==> src/ccpu_defs.svh <==
// register offsets, field positions and mode codes of the capture unit
`ifndef CCPU_DEFS_SVH
`define CCPU_DEFS_SVH
// ==========================================================
// register word indices (byte address = index * 4)
`define CCPU_IDX_CTRL0   4'h0
`define CCPU_IDX_VAL0_LO 4'h1
`define CCPU_IDX_VAL0_HI 4'h2
`define CCPU_IDX_CTRL1   4'h3
`define CCPU_IDX_VAL1_LO 4'h4
`define CCPU_IDX_VAL1_HI 4'h5
`define CCPU_IDX_CNT3_LO 4'h6
`define CCPU_IDX_CNT3_HI 4'h7
`define CCPU_IDX_CNT3_CT 4'h8
`define CCPU_IDX_FLAGS   4'h9
// ==========================================================
// field positions
`define CCPU_SEL_HI_BIT  6
`define CCPU_SEL_LO_BIT  3
`define CCPU_CS_BIT      1
`define CCPU_ON_BIT      0
`define CCPU_OVF_BIT     2
// ==========================================================
// mode select codes
`define CCPU_M_OFF       4'h0
`define CCPU_M_TOGGLE    4'h2
`define CCPU_M_FALL      4'h4
`define CCPU_M_RISE      4'h5
`define CCPU_M_RISE4     4'h6
`define CCPU_M_RISE16    4'h7
`define CCPU_M_SET_HI    4'h8
`define CCPU_M_SET_LO    4'h9
`define CCPU_M_SOFT      4'hA
`define CCPU_M_SPECIAL   4'hB
// ==========================================================
// prescaler terminal counts and reset values
`define CCPU_PS4_LAST    4'h3
`define CCPU_PS16_LAST   4'hF
`define CCPU_CTRL_RST    8'h00
`define CCPU_CNT3_CT_RST 8'h00
`endif

==> src/ccpu_pkg.sv <==
// types of the capture/compare unit
package ccpu_pkg;
  typedef struct packed {
    logic [1:0][7:0]  ctrl;
    logic [1:0][15:0] val;
    logic [15:0]      cnt3;
    logic [7:0]       cnt3_ctl;
    logic [2:0]       flags;
    logic [1:0]       sync0;
    logic [1:0]       sync1;
    logic [1:0]       prev;
    logic [1:0][3:0]  pscnt;
    logic [1:0]       match_prev;
    logic [1:0]       pin;
    logic [1:0]       trig;
    logic             first_clear;
    logic             clk_prev;
    logic             ack;
    logic [7:0]       dat;
  } ccpu_state_t;
endpackage

==> src/ccpu_top.sv <==
// two capture/compare units with the third counter and a wishbone slave
`timescale 1ns/100ps
`include "ccpu_defs.svh"

// How it works
// - special mode match clears third counter if selected
// - trigger clear never sets counter overflow flag
// - software counter write beats same-cycle trigger clear
// - trigger clears whichever counter is unit timebase
// - control top bits read zero, low four mode
// - control bits 5:4 are stored and read back, otherwise unused
// - mode zero resets unit; 0001, 0011 do nothing
// - capture codes pick falling, rising, 4th, 16th
// - mode 0010 toggles pin on match, sets flag
// - 1000/1001 init pin, force opposite on match
// - mode 1010 sets flag only, pin unchanged
// - 1011 raises trigger and flag; 11xx does nothing
// - capture copies selected 16-bit timebase into value
// - capture sets flag; only software clears it
// - new capture overwrites unread value
// - counter control field chooses each unit timebase
// - edge detector watches pin even when output
// - prescaler cleared when off or not capturing
// - capture code change keeps prescaler count
// - select 1x both third, 01 split, 00 first
module ccpu_top import ccpu_pkg::*; (
  input  wire logic        clk_i,
  input  wire logic        rst_i,
  input  wire logic [7:0]  adr_i,
  input  wire logic [31:0] dat_i,
  output logic      [31:0] dat_o,
  input  wire logic        we_i,
  input  wire logic [3:0]  sel_i,
  input  wire logic        cyc_i,
  input  wire logic        stb_i,
  output logic             ack_o,
  input  wire logic [1:0]  unit_pin_i,
  output logic      [1:0]  unit_pin_o,
  input  wire logic [15:0] first_count_i,
  input  wire logic        count_clk_i,
  output logic             first_clear_o,
  output logic      [1:0]  special_event_o,
  output logic      [2:0]  event_flags_o
);

  // ==========================================================
  // state
  ccpu_state_t     s;
  ccpu_state_t     n;
  logic            wr;
  logic [3:0]      idx;
  logic            mapped;
  logic            tick3;
  logic            clr3;
  logic [1:0]      tb3;
  logic [1:0]      cap_ev;
  logic [1:0]      hit;
  logic [1:0]      capm;
  logic [1:0][15:0] tbv;
  logic [1:0][3:0] mode;

  assign idx    = adr_i[5:2];
  assign mapped = (adr_i[7:6] == 2'b00) && (idx <= `CCPU_IDX_FLAGS);
  // writes commit at the edge that sees ack, so each access acts once
  assign wr     = cyc_i && stb_i && we_i && s.ack && sel_i[0];

  // ==========================================================
  // next state
  always_comb begin
    n = s;
    n.trig = 2'b00;
    n.first_clear = 1'b0;
    n.ack = cyc_i && stb_i && !s.ack;
    clr3 = 1'b0;
    // timebase select decode
    tb3[0] = s.cnt3_ctl[`CCPU_SEL_HI_BIT];
    tb3[1] = s.cnt3_ctl[`CCPU_SEL_HI_BIT]
             | s.cnt3_ctl[`CCPU_SEL_LO_BIT];
    // register read, zero for unmapped words
    if (cyc_i && stb_i && !s.ack) begin
      n.dat = 8'h00;
      if (mapped) begin
        unique case (idx)
          `CCPU_IDX_CTRL0:   n.dat = s.ctrl[0];
          `CCPU_IDX_VAL0_LO: n.dat = s.val[0][7:0];
          `CCPU_IDX_VAL0_HI: n.dat = s.val[0][15:8];
          `CCPU_IDX_CTRL1:   n.dat = s.ctrl[1];
          `CCPU_IDX_VAL1_LO: n.dat = s.val[1][7:0];
          `CCPU_IDX_VAL1_HI: n.dat = s.val[1][15:8];
          `CCPU_IDX_CNT3_LO: n.dat = s.cnt3[7:0];
          `CCPU_IDX_CNT3_HI: n.dat = s.cnt3[15:8];
          `CCPU_IDX_CNT3_CT: n.dat = s.cnt3_ctl;
          `CCPU_IDX_FLAGS:   n.dat = {5'h00, s.flags};
          default:           n.dat = 8'h00;
        endcase
      end
    end
    // software writes to unit registers; hardware events below win over all but a switch to off
    if (wr && mapped) begin
      unique case (idx)
        `CCPU_IDX_CTRL0, `CCPU_IDX_CTRL1: begin
          n.ctrl[idx == `CCPU_IDX_CTRL1] = {2'b00, dat_i[5:0]};
          if (dat_i[3:0] == `CCPU_M_OFF || dat_i[3:0] == `CCPU_M_SET_HI)
            n.pin[idx == `CCPU_IDX_CTRL1] = 1'b0;
          else if (dat_i[3:0] == `CCPU_M_SET_LO)
            n.pin[idx == `CCPU_IDX_CTRL1] = 1'b1;
        end
        `CCPU_IDX_VAL0_LO: n.val[0][7:0]  = dat_i[7:0];
        `CCPU_IDX_VAL0_HI: n.val[0][15:8] = dat_i[7:0];
        `CCPU_IDX_VAL1_LO: n.val[1][7:0]  = dat_i[7:0];
        `CCPU_IDX_VAL1_HI: n.val[1][15:8] = dat_i[7:0];
        `CCPU_IDX_CNT3_CT: n.cnt3_ctl     = dat_i[7:0];
        `CCPU_IDX_FLAGS:   n.flags        = s.flags & ~dat_i[2:0];
        default: ;
      endcase
    end
    // third counter: instruction clock or synchronous external edge
    n.clk_prev = count_clk_i;
    tick3 = s.cnt3_ctl[`CCPU_ON_BIT]
            && (!s.cnt3_ctl[`CCPU_CS_BIT] || (count_clk_i && !s.clk_prev));
    // per unit capture and compare
    for (int u = 0; u < 2; u++) begin
      mode[u] = s.ctrl[u][3:0];
      tbv[u]  = tb3[u] ? s.cnt3 : first_count_i;
      n.sync0[u] = unit_pin_i[u];
      n.sync1[u] = s.sync0[u];
      n.prev[u]  = s.sync1[u];
      capm[u] = (mode[u][3:2] == 2'b01);
      cap_ev[u] = 1'b0;
      // leaving capture by a write clears the count in the same edge
      if (!capm[u] || n.ctrl[u][3:2] != 2'b01)
        n.pscnt[u] = 4'h0;
      else if (s.sync1[u] && !s.prev[u])
        n.pscnt[u] = s.pscnt[u] + 4'h1;
      unique case (mode[u])
        `CCPU_M_FALL:   cap_ev[u] = !s.sync1[u] && s.prev[u];
        `CCPU_M_RISE:   cap_ev[u] = s.sync1[u] && !s.prev[u];
        `CCPU_M_RISE4:  cap_ev[u] = s.sync1[u] && !s.prev[u]
                                    && (s.pscnt[u][1:0] == `CCPU_PS4_LAST);
        `CCPU_M_RISE16: cap_ev[u] = s.sync1[u] && !s.prev[u]
                                    && (s.pscnt[u] == `CCPU_PS16_LAST);
        default:        cap_ev[u] = 1'b0;
      endcase
      if (cap_ev[u]) begin
        n.val[u]   = tbv[u];
        n.flags[u] = 1'b1;
      end
      // match taken once per arrival so a stalled timebase fires once
      n.match_prev[u] = (tbv[u] == s.val[u]);
      hit[u] = (tbv[u] == s.val[u]) && !s.match_prev[u]
               && (mode[u] == `CCPU_M_TOGGLE
                   || mode[u][3:2] == 2'b10);
      if (hit[u]) begin
        n.flags[u] = 1'b1;
        unique case (mode[u])
          `CCPU_M_TOGGLE:  n.pin[u] = !s.pin[u];
          `CCPU_M_SET_HI:  n.pin[u] = 1'b1;
          `CCPU_M_SET_LO:  n.pin[u] = 1'b0;
          `CCPU_M_SPECIAL: begin
            n.trig[u] = 1'b1;
            if (tb3[u])
              clr3 = 1'b1;
            else
              n.first_clear = 1'b1;
          end
          default: ;
        endcase
      end
      // switching off wins over a match in the same cycle
      if (n.ctrl[u][3:0] == `CCPU_M_OFF)
        n.pin[u] = 1'b0;
    end
    // counter update: clear beats tick, software write beats both
    if (clr3)
      n.cnt3 = 16'h0000;
    else if (tick3) begin
      n.cnt3 = s.cnt3 + 16'h0001;
      if (s.cnt3 == 16'hFFFF)
        n.flags[`CCPU_OVF_BIT] = 1'b1;
    end
    if (wr && idx == `CCPU_IDX_CNT3_LO && mapped)
      n.cnt3[7:0] = dat_i[7:0];
    if (wr && idx == `CCPU_IDX_CNT3_HI && mapped)
      n.cnt3[15:8] = dat_i[7:0];
  end

  // ==========================================================
  // registers
  always_ff @(posedge clk_i) begin
    if (rst_i) begin
      s <= '0;
      s.ctrl <= {`CCPU_CTRL_RST, `CCPU_CTRL_RST};
      s.cnt3_ctl <= `CCPU_CNT3_CT_RST;
    end else begin
      s <= n;
    end
  end

  assign dat_o           = {24'h000000, s.dat};
  assign ack_o           = s.ack;
  assign unit_pin_o      = s.pin;
  assign first_clear_o   = s.first_clear;
  assign special_event_o = s.trig;
  assign event_flags_o   = s.flags;

  // ==========================================================
  // assertions
  logic       wr_cnt_q;
  logic [1:0] tb3_q;
  always_ff @(posedge clk_i) begin
    if (rst_i) begin
      wr_cnt_q <= 1'b0;
      tb3_q <= 2'b00;
    end else begin
      wr_cnt_q <= wr && mapped && (idx == `CCPU_IDX_CNT3_LO
                                   || idx == `CCPU_IDX_CNT3_HI);
      tb3_q <= tb3;
    end
  end
endmodule // ccpu_top

==> config.mk <==
export PLATFORM = sky130hd
export DESIGN_NAME = ccpu_top
export DESIGN_NICKNAME = d
export VERILOG_FILES = /design/src/ccpu_pkg.sv /design/src/ccpu_top.sv
export VERILOG_INCLUDE_DIRS = /design/src
export SDC_FILE = /design/constraint.sdc
export NUM_CORES = 1
export LEC_CHECK = 0
export BUFFER_PORTS_ARGS = -buffer_cell sky130_fd_sc_hd__buf_4
export CAP_MARGIN = 20
export CORE_UTILIZATION = 59
export CTS_BUF_LIST = sky130_fd_sc_hd__clkbuf_4 sky130_fd_sc_hd__clkbuf_8
export CTS_CLUSTER_DIAMETER = 100
export DETAILED_ROUTE_END_ITERATION = 6
export GPL_ROUTABILITY_DRIVEN = 0
export PLACE_DENSITY = 0.82
export SLEW_MARGIN = 20
export SYNTH_ARGS = -nofsm -noshare
export SYNTH_HDL_FRONTEND = slang
export SYNTH_SLANG_ARGS = --single-unit
==> constraint.sdc <==
create_clock -name clk_i -period 2.85 [get_ports clk_i]
set_input_delay 0.285 -clock clk_i [delete_from_list [all_inputs] [get_ports clk_i]]
set_output_delay 0.285 -clock clk_i [all_outputs]
set_load 0.1 [all_outputs]
---- Word level (Yosys, flattened, before mapping) ----
Index checks and enable logic that the tools add are counted.
word-level totals
  flip-flop bits (word level) ............. 106
  input bits .............................. 68
  output and inout port bits .............. 41
  word-level logic and storage cells ...... 212
operators by class
  add/subtract/negate cells ............... 3
  magnitude comparators ................... 3
  eq/ne operators ......................... 40
  mux-type cells .......................... 53
  bitwise gates (word level) .............. 8
  reductions and logical operators ........ 77
operator list
  cell                                                  number
  two-way mux 16 bit                                    6
  case mux 8 bit (10 select lines)                      1
  two-way mux 8 bit                                     8
  equality test 4 x 3 -> 1 bit (second input constant)  12
  equality test 4 bit (second input constant)           12
  two-way mux 44 bit                                    1
  equality test 16 bit                                  2
  logical AND 1 bit                                     26
  two-way mux 1 bit                                     22
  nonzero test 3 bit                                    6
  adder 16 x 1 -> 16 bit (second input constant)        1
  bitwise mux 16 bit                                    1
  equality test 16 bit (second input constant)          1
  equality test 4 x 2 -> 1 bit (second input constant)  4
  zero test 4 bit                                       4
  AND reduction 2 bit                                   8
  OR reduction 2 bit                                    7
  zero test 1 bit                                       13
  two-way mux 12 bit                                    1
  nonzero test 2 bit                                    6
  two-way mux 2 bit                                     5
  adder 4 x 1 -> 4 bit (second input constant)          2
  demux 8 bit (select 1 bit)                            1
  equality test 2 bit (second input constant)           4
  other kinds (19)                                      30

---- Logic depth before layout (Yosys ltp) ----
Gate-level depths: netlist of the first run.
  depth after elaboration ................. 12
  gate-level depth with buffers ........... 11
  gate-level depth less buffers ........... 7

---- Least setup slack after synthesis of the first run ----
No wires, ideal clock.
  path type ............................... reg-to-reg
  from .................................... register s, in the netlist ack_o
  to ...................................... register s[54] in the netlist's numbering
  library setup time ...................... 0.086 ns
  data arrival time ....................... 2.715 ns
  required time ........................... 2.764 ns
  setup slack ............................. 0.049 ns
  cell stages (with the launch flop) ...... 8
  path buffers ............................ 1
  clock period less this slack ............ 2.801 ns
  path through ............................ dfxtp_1 -> nand4_1 -> nand4b_1 -> nand2b_1 -> nor2_1 -> clkbuf_1 -> a22oi_1 -> a211oi_1
on the way
  cells in the longest elaborated chain, start to end .. 5
  elaborated cells on any way between the ends .. 6
  those cells by class .................... 1 x mux; 5 x reduce/logical
RTL lines
  element                                                            RTL line         RTL
  from (decl)                                                        ccpu_top.sv:48   ccpu_state_t s;
  from (signal assigned)                                             ccpu_top.sv:195  s <= n;
  logical AND 1 bit * (2 in series)                                  ccpu_top.sv:65   assign wr = cyc_i && stb_i && we_i && s.ack && sel_i[0];
  logical AND 1 bit (no line) *                                      --
  logical AND 1 bit *                                                ccpu_top.sv:183  if (wr && idx == `CCPU_IDX_CNT3_HI && mapped)
  nonzero test 3 bit (no line) or two-way mux 8 bit (tied branches)  --
Mark *: on every way between the ends. The rest lies on a longest branch, timed or not.
A chain may end at the register's enable or synchronous reset.

---- Worst setup path in the final report of the first run ----
  from .................................... register s[40] in the netlist's numbering
  to ...................................... register s, in the netlist first_clear_o
on the way
  cells in the longest elaborated chain, start to end .. 8
  elaborated cells on any way between the ends .. 15
  those cells by class .................... 2 x eq/ne; 8 x mux; 1 x bitwise; 4 x reduce/logical
RTL lines
  element                          RTL line         RTL
  two-way mux 16 bit               ccpu_top.sv:124  tbv[u] = tb3[u] ? s.cnt3 : first_count_i;
  equality test 16 bit             ccpu_top.sv:150  hit[u] = (tbv[u] == s.val[u]) && !s.match_prev[u]
  logical AND 1 bit (2 in series)  ccpu_top.sv:150
  two-way mux 1 bit                ccpu_top.sv:153  if (hit[u]) begin
  two-way mux 1 bit                ccpu_top.sv:161  if (tb3[u])
  two-way mux 1 bit                ccpu_top.sv:155  unique case (mode[u])
  two-way mux 1 bit *              ccpu_top.sv:153
Marks and branches as above.

==> results of run 1 <==
[kinds of logic (layout without fill, tap and decap cells)]
group	after synthesis	in the layout	share of synthesized area (%)
other cells	1	24	0.0551
flops	102	102	30.0
simple gates	310	310	22.6
xor+xnor	41	41	5.27
buf+inv	126	127	9.72
compound gates	205	205	19.6
fa+ha+maj	3	3	0.551
mux	74	74	12.1
[power groups by stage]
stage | Combinational [mW] | Clock (mW) | Sequential [mW]
after floorplan | 0.295 | 0 | 1.47
after global placement | 0.369 | 0 | 1.46
after detailed placement | 0.375 | 0 | 1.46
after CTS | 0.376 | 0.951 | 1.43
after global routing | 0.400 | 1.01 | 1.43
final | 0.385 | 0.943 | 1.43
[worst register-to-register path, stage by stage, from the launching register on]
cell      delay [ns]
dfxtp_1         0.37
buf_12          0.20
nor2_4          0.11
buf_4           0.21
a221oi_1        0.23
nand4_1         0.19
a221oi_4        0.50
buf_4           0.21
nand3_1         0.17
o21a_1          0.23
nor3_1          0.22
[how the worst min path moves through the flow]
stage | start | end | slack, ns | cells after the start
after global placement | n[28] | n[26] | 0.42 | 1
after detailed placement | n[28] | n[26] | 0.43 | 1
after global routing | unit_pin_i[0] | n[27] | 0.13 | 2
after CTS | count_clk_i | s[9] | 0.09 | 2
after floorplan | unit_pin_i[0] | n[27] | 0.41 | 1
final | count_clk_i | s[9] | 0.1 | 2
[what timing repair did]
action | 4_1_cts | 5_1_grt
hold buffers | 0 | 0
endpoints found under the setup margin | 0 | 11
buffers inserted | 0 | 0
gates resized for setup | 0 | 3
[stage by stage]
| stage | hold WS (ns) | instances | total power, mW |
|---|---|---|---|
| after floorplan | 0.413 | 885 | 1.76 |
| after global placement | 0.418 | 1010 | 1.83 |
| after detailed placement | 0.428 | 1010 | 1.84 |
| after CTS | 0.0916 | 1026 | 2.76 |
| after global routing | 0.131 | 1026 | 2.84 |
| final | 0.0964 | 1026 | 2.76 |
[per-layer routing]
metal,up-vias,track usage [%]
met5,-,0
met4,0,22.2
met3,90,9.07
met2,524,57.3
met1,3158,48.3
li1,3019,-
[placed cells by master (no fill, tap or decap), types with 4 or more instances in the layout]
cell type	count
a211oi_1	16
a21oi_1	65
a22oi_1	16
a2bb2oi_1	4
a31oi_1	11
a32oi_1	4
and2_1	4
and3_1	4
buf_4	84
clkbuf_8	9
conb_1	24
dfxtp_1	102
inv_1	26
mux2_2	15
mux2i_1	53
mux4_2	5
nand2_1	106
nand3_1	19
nand3b_1	5
nand4_1	9
nor2_1	78
nor2b_1	22
nor3_1	12
nor4_1	6
o21ai_0	34
o21ai_1	5
o22ai_1	12
o31ai_1	4
or2_2	14
or4_1	4
xnor2_1	33
xor2_1	8
[area by class of cell]
| type | instances | share of cell area (%) |
|---|---|---|
| flip-flops and latches | 102 | 27.7 |
| inverters | 26 | 1.32 |
| clock buffers | 10 | 1.78 |
| well taps | 140 | 2.37 |
| clock inverters | 6 | 0.848 |
| repair buffers | 85 | 8.82 |
| multi-input cells | 657 | 57.2 |
[state kept, by name (all words and copies together), names as in the netlist]
| signal | cells |
|---|---|
| special_event_o | 2 |
| event_flags_o | 3 |
| dat_o | 8 |
| s | 73 |
| n | 4 |
| unit_pin_o | 2 |
| mode | 8 |
| ack_o | 1 |
| first_clear_o | 1 |
==> results.md, run 1 <==
- Crit path required time: 3.14 ns
- Synth area leader: dfxtp_1
- Area of the multi-input gates: 0.00422 mm^2
- RSZ-0062 raised after global routing: false
- Die area: 0.0120 mm^2
- Clk pin slew, worst setup/hold paths: 0.10 ns
- Mean post-synth cell area: 7.90 um^2
- Crit path cell chain: buf_12 > nor2_4 > buf_4 > a221oi_1 > nand4_1 > a221oi_4 > buf_4 > nand3_1 > o21a_1 > nor3_1
- Synth cell types: 75
- Setup Skew: 0.0149 ns
- Vias per cell: 6.62
- Worst path arrival time: 3.04 ns
- Root Driver: clkbuf_8
- Worst reg2reg path depth: 10
- Comb power frac: 14.0%
- PwrDens: 374 mW/mm^2
- MaxCap Viol Count: 0
- Worst setup SP type: flip-flop
- Initial core utilization: 61.8%
- Gate Count Post-Synth: 862
- Tightest Pin Transition: 1.02 ns
- Status: finished, violations left
- Clock buffer count from CTS: 9
- Final setup vio count: 0
- Vias: 6791
- Failing checks: design-rule violations
- Ys async rst share: 0%
- Worst r2r src: s[40]
- Clk pwr share: 34.2%
- Top layer in use: met4
- Sink Count: 102
- CTS tree: built
- Io pins: 109
- Most used cell, CP: buf_4
- Max H-tree Level: 3
- PortBufs: 55
- Die width: 109 um
- Slew Limit Fails: 0
- Final Util: 66.9%
- Cell family with most CP delay: compound AO/OA/AOI/OAI gates
- Crit end category: flip-flop
- Worst Setup SP: s[40]
- Static Leak: 2.66 nW
- Largest net degree at the start of global routing: 58
- Die H: 109 um
- Met3 WL: 2780 um
- Critical register-to-register path endpoint: first_clear_o
- Slew Limit Headroom: 32.2%
- Internal power: 1.93 mW
- Met2 Routed Length: 9200 um
- Vias in the first global route: 6508
- Initial antenna violation count: 0
- Yosys top cell area share: 30.0%
- Crit path buf inv count: 3
- Final hold vios: 0
- Fillers: 913
- Total gr overflow: 0
- Setup TNS: 0 ns
- Worst Setup EP: first_clear_o
- Period utilization: 96.3%
- Worst reg2reg setup slack: 0.11 ns
- Period minus WS final: 2.74 ns
- DRT met1 WL: 8190 um
- DRT iter0 DRCs: 1167
- Post-synth top cells: nand2_1, dfxtp_1, nor2_1, a21oi_1, mux2i_1
- Area grow syn2layout: 8.28%
- Placed cell areas: 0.00716 mm^2
- Share of power burned in registers: 51.9%
- Post-route cell area: 0.00738 mm^2
- First-pass GRT wire length: 33700 um
- Core area: 0.0110 mm^2
- GRT Util Overall: 37.6%
- Sw frac: 30.1%
- Hold crit path type: in -> reg
- Register area share after synthesis: 30.0%
- YS warnings: 0
- Antenna violation net count after detailed routing: 0
- Top-count cell post-synth: nand2_1
- Psw: 0.831 mW
- # diodes: 0
- Mapped Area: 0.00681 mm^2
- Pre-CTS WS: 0.0829 ns
- WP depth: 10
- Nets: 952
- Wire per inst: 20.7 um
- Clk Latency, worst-skew pair: 0.40 ns
- VDD IR max: 0.272 mV
- Deepest clock path buffer count: 2
- Register Area: 0.00204 mm^2
- Crit-path max cell delay: 0.50 ns
- Critical-path top delay cell: a221oi_4
- Critical-path maximum fanout: 23
- Most used flip-flop cell after synthesis: dfxtp_1
- Seq cells post-synth: 102
- Ranking of synthesized cells by area: dfxtp_1, mux2i_1, nand2_1, a21oi_1, buf_4
- Fmax achieved: 364 MHz
- DRT Wirelength: 21200 um
- First-pass DRT Iterations: 7
- Setup WS post-layout: 0.106 ns
- CP Class: reg -> reg
- # rows: 38
- Ratio of cells with drive above 1 in the final layout: 17.3%
- DP HPWL: 15500 um
- Drt drc: 1
- EDFF count, synth: 0
(Power assumes the default switching activity.)
==> inputs of run 2 (changes only) <==
==> config.mk (replaced) <==
export PLATFORM = sky130hd
export DESIGN_NAME = ccpu_top
export DESIGN_NICKNAME = d
export VERILOG_FILES = /design/src/ccpu_pkg.sv /design/src/ccpu_top.sv
export VERILOG_INCLUDE_DIRS = /design/src
export SDC_FILE = /design/constraint.sdc
export NUM_CORES = 1
export LEC_CHECK = 0
export CAP_MARGIN = 20
export CORE_UTILIZATION = 65
export CTS_BUF_LIST = sky130_fd_sc_hd__clkbuf_8
export CTS_CLUSTER_DIAMETER = 100
export DETAILED_ROUTE_END_ITERATION = 6
export DONT_BUFFER_PORTS = 1
export GPL_ROUTABILITY_DRIVEN = 0
export PLACE_DENSITY = 0.8
export SLEW_MARGIN = 20
export SYNTH_ARGS = -nofsm -noshare
export SYNTH_HDL_FRONTEND = slang
export SYNTH_SLANG_ARGS = --single-unit
==> constraint.sdc (replaced) <==
create_clock -name clk_i -period 2.85 [get_ports clk_i]
set_input_delay 0.57 -clock clk_i [delete_from_list [all_inputs] [get_ports clk_i]]
set_output_delay 0.57 -clock clk_i [all_outputs]
set_load 0.1 [all_outputs]
==> results.md, run 2 (synthesis results as in run 1) <==
- Status: finished, final reports clean
- Internal power: 1.98 mW
- Nets: 904
- Period utilization: 99.1%
- Max FFs per register: 73
- GRT Util Overall: 38.4%
- Crit path cell chain: buf_12 > mux2i_1 > xnor2_1 > nor4_1 > and4_1 > buf_4 > a32oi_2 > buf_4 > a31oi_1 > a2bb2oi_1
- Initial antenna violation count: 1
- Final setup vio count: 0
- Cell family with most CP delay: simple AND/OR/NAND/NOR gates
- # rows: 37
- Period minus WS final: 2.82 ns
- # diodes: 0
- Fmax achieved: 354 MHz
- Crit path buf inv count: 3
- Psw: 0.723 mW
- Crit path required time: 3.14 ns
- PwrDens: 384 mW/mm^2
- Setup Skew: 0.0163 ns
- Most used cell, CP: buf_4
- Static Leak: 2.46 nW
- Total gr overflow: 0
- Max H-tree Level: 3
- Vias: 6618
- Die area: 0.0109 mm^2
- Slew Limit Fails: 0
- Hold crit path type: in -> reg
- VDD IR max: 0.274 mV
- Comb power frac: 9.6%
- PortBufs: 0
- MaxCap Viol Count: 0
- Pre-CTS WS: 0.118 ns
- First-pass DRT Iterations: 6
- Clk pwr share: 37.5%
- Vias per cell: 6.79
- Core area: 0.0102 mm^2
- Sink Count: 102
- Largest net degree at the start of global routing: 91
- Crit end category: flip-flop
- First-pass GRT wire length: 32600 um
- Worst path arrival time: 3.11 ns
- Ratio of cells with drive above 1 in the final layout: 12.9%
- Commonest non-fill, non-tap cell in the layout: nand2_1
- Post-layout total power: 2.70 mW
- Clk pin slew, worst setup/hold paths: 0.10 ns
- Die H: 104 um
- Final hold vios: 0
- Slew Limit Headroom: 33.0%
- Critical-path top delay cell: nor4_1
- Sw frac: 26.7%
- CP Class: reg -> reg
- Wire per inst: 21.5 um
- Root Driver: clkbuf_8
- DRT iter0 DRCs: 922
- Setup WS post-layout: 0.0268 ns
- Initial core utilization: 66.6%
- Share of power burned in registers: 52.9%
- Area grow syn2layout: 3.36%
- DRT Wirelength: 21000 um
- Deepest clock path buffer count: 2
- RSZ-0062 raised after global routing: true
- Antenna violation net count after detailed routing: 0
- Clk Latency, worst-skew pair: 0.38 ns
- DP HPWL: 15000 um
- Vias in the first global route: 6144
- Tightest Pin Transition: 1.00 ns
- Io pins: 109
- Clock buffer count from CTS: 9
- Commonest non-fill, non-tap cells in the layout: nand2_1, dfxtp_1, nor2_1
- Die width: 104 um
- Worst setup SP type: flip-flop
- Post-CTS Hold Buffers: 0
- Critical-path maximum fanout: 22
- Drt drc: 0
- Biggest register: s
- CTS tree: built
- Crit-path max cell delay: 0.40 ns
==> run 2: cell count changes in the layout (fill, tap and decap cells not counted), moves of 2 or more <==
cell | before | now
clkinv_2 | 2 | 0
clkbuf_8 | 9 | 13
mux2i_2 | 0 | 5
clkinvlp_4 | 3 | 1
mux2i_1 | 53 | 48
buf_4 | 84 | 36
==> run 2: power groups by stage <==
stage	Clock, mW	Combinational [mW]	Sequential, mW
after floorplan	0	0.295	1.47
after global placement	0	0.251	1.46
after detailed placement	0	0.253	1.46
after CTS	1.01	0.254	1.43
after global routing	1.07	0.269	1.43
final	1.01	0.260	1.43
==> run 2: routing by layer <==
layer / vias up / part of all wire (%) / GRT usage (%)
met1: 3031 / 37 / 48.5
met2: 527 / 43 / 58.1
li1: 2937 / - / -
met4: 2 / 5.9 / 23.0
met3: 121 / 13 / 10.8
met5: - / 0.062 / 0
==> run 2: metrics by stage <==
stage	area, um^2	utilization, %	hold slack (ns)	cells	TNS, ns
2_1_floorplan	6900	-	0.414	885	0
3_3_place_gp	6760	66.1	0.417	953	0
3_5_place_dp	6760	66.1	0.432	953	0
4_1_cts	6980	68.3	0.253	969	0
5_1_grt	7040	68.8	0.246	974	-0.135
6_report	7040	68.8	0.252	974	0
==> run 2: area by class of cell <==
class | count | area [um^2]
sequential | 102 | 2040
fill | 804 | 3190
multi-input combinational | 657 | 4220
clock inverter | 3 | 41.3
tap | 136 | 170
clock buffer | 13 | 179
timing repair buffer | 37 | 290
inverter | 26 | 97.6
==> run 2: path summary, 6_finish.rpt <==
path | slack, ns | end | cells after the start | from
setup / recovery | 0.03 | s[51] | 10 | s[40]
hold / removal | 0.25 | s[9] | 1 | rst_i
setup reg to reg | 0.03 | s[51] | 10 | s[40]
hold reg to reg | 0.45 | n[26] | 1 | n[28]
==> run 2: timing repair <==
item | 4_1_cts | 5_1_grt
setup endpoints to repair | 0 | 6
setup buffers | 0 | 5
gates resized for setup | 0 | 5
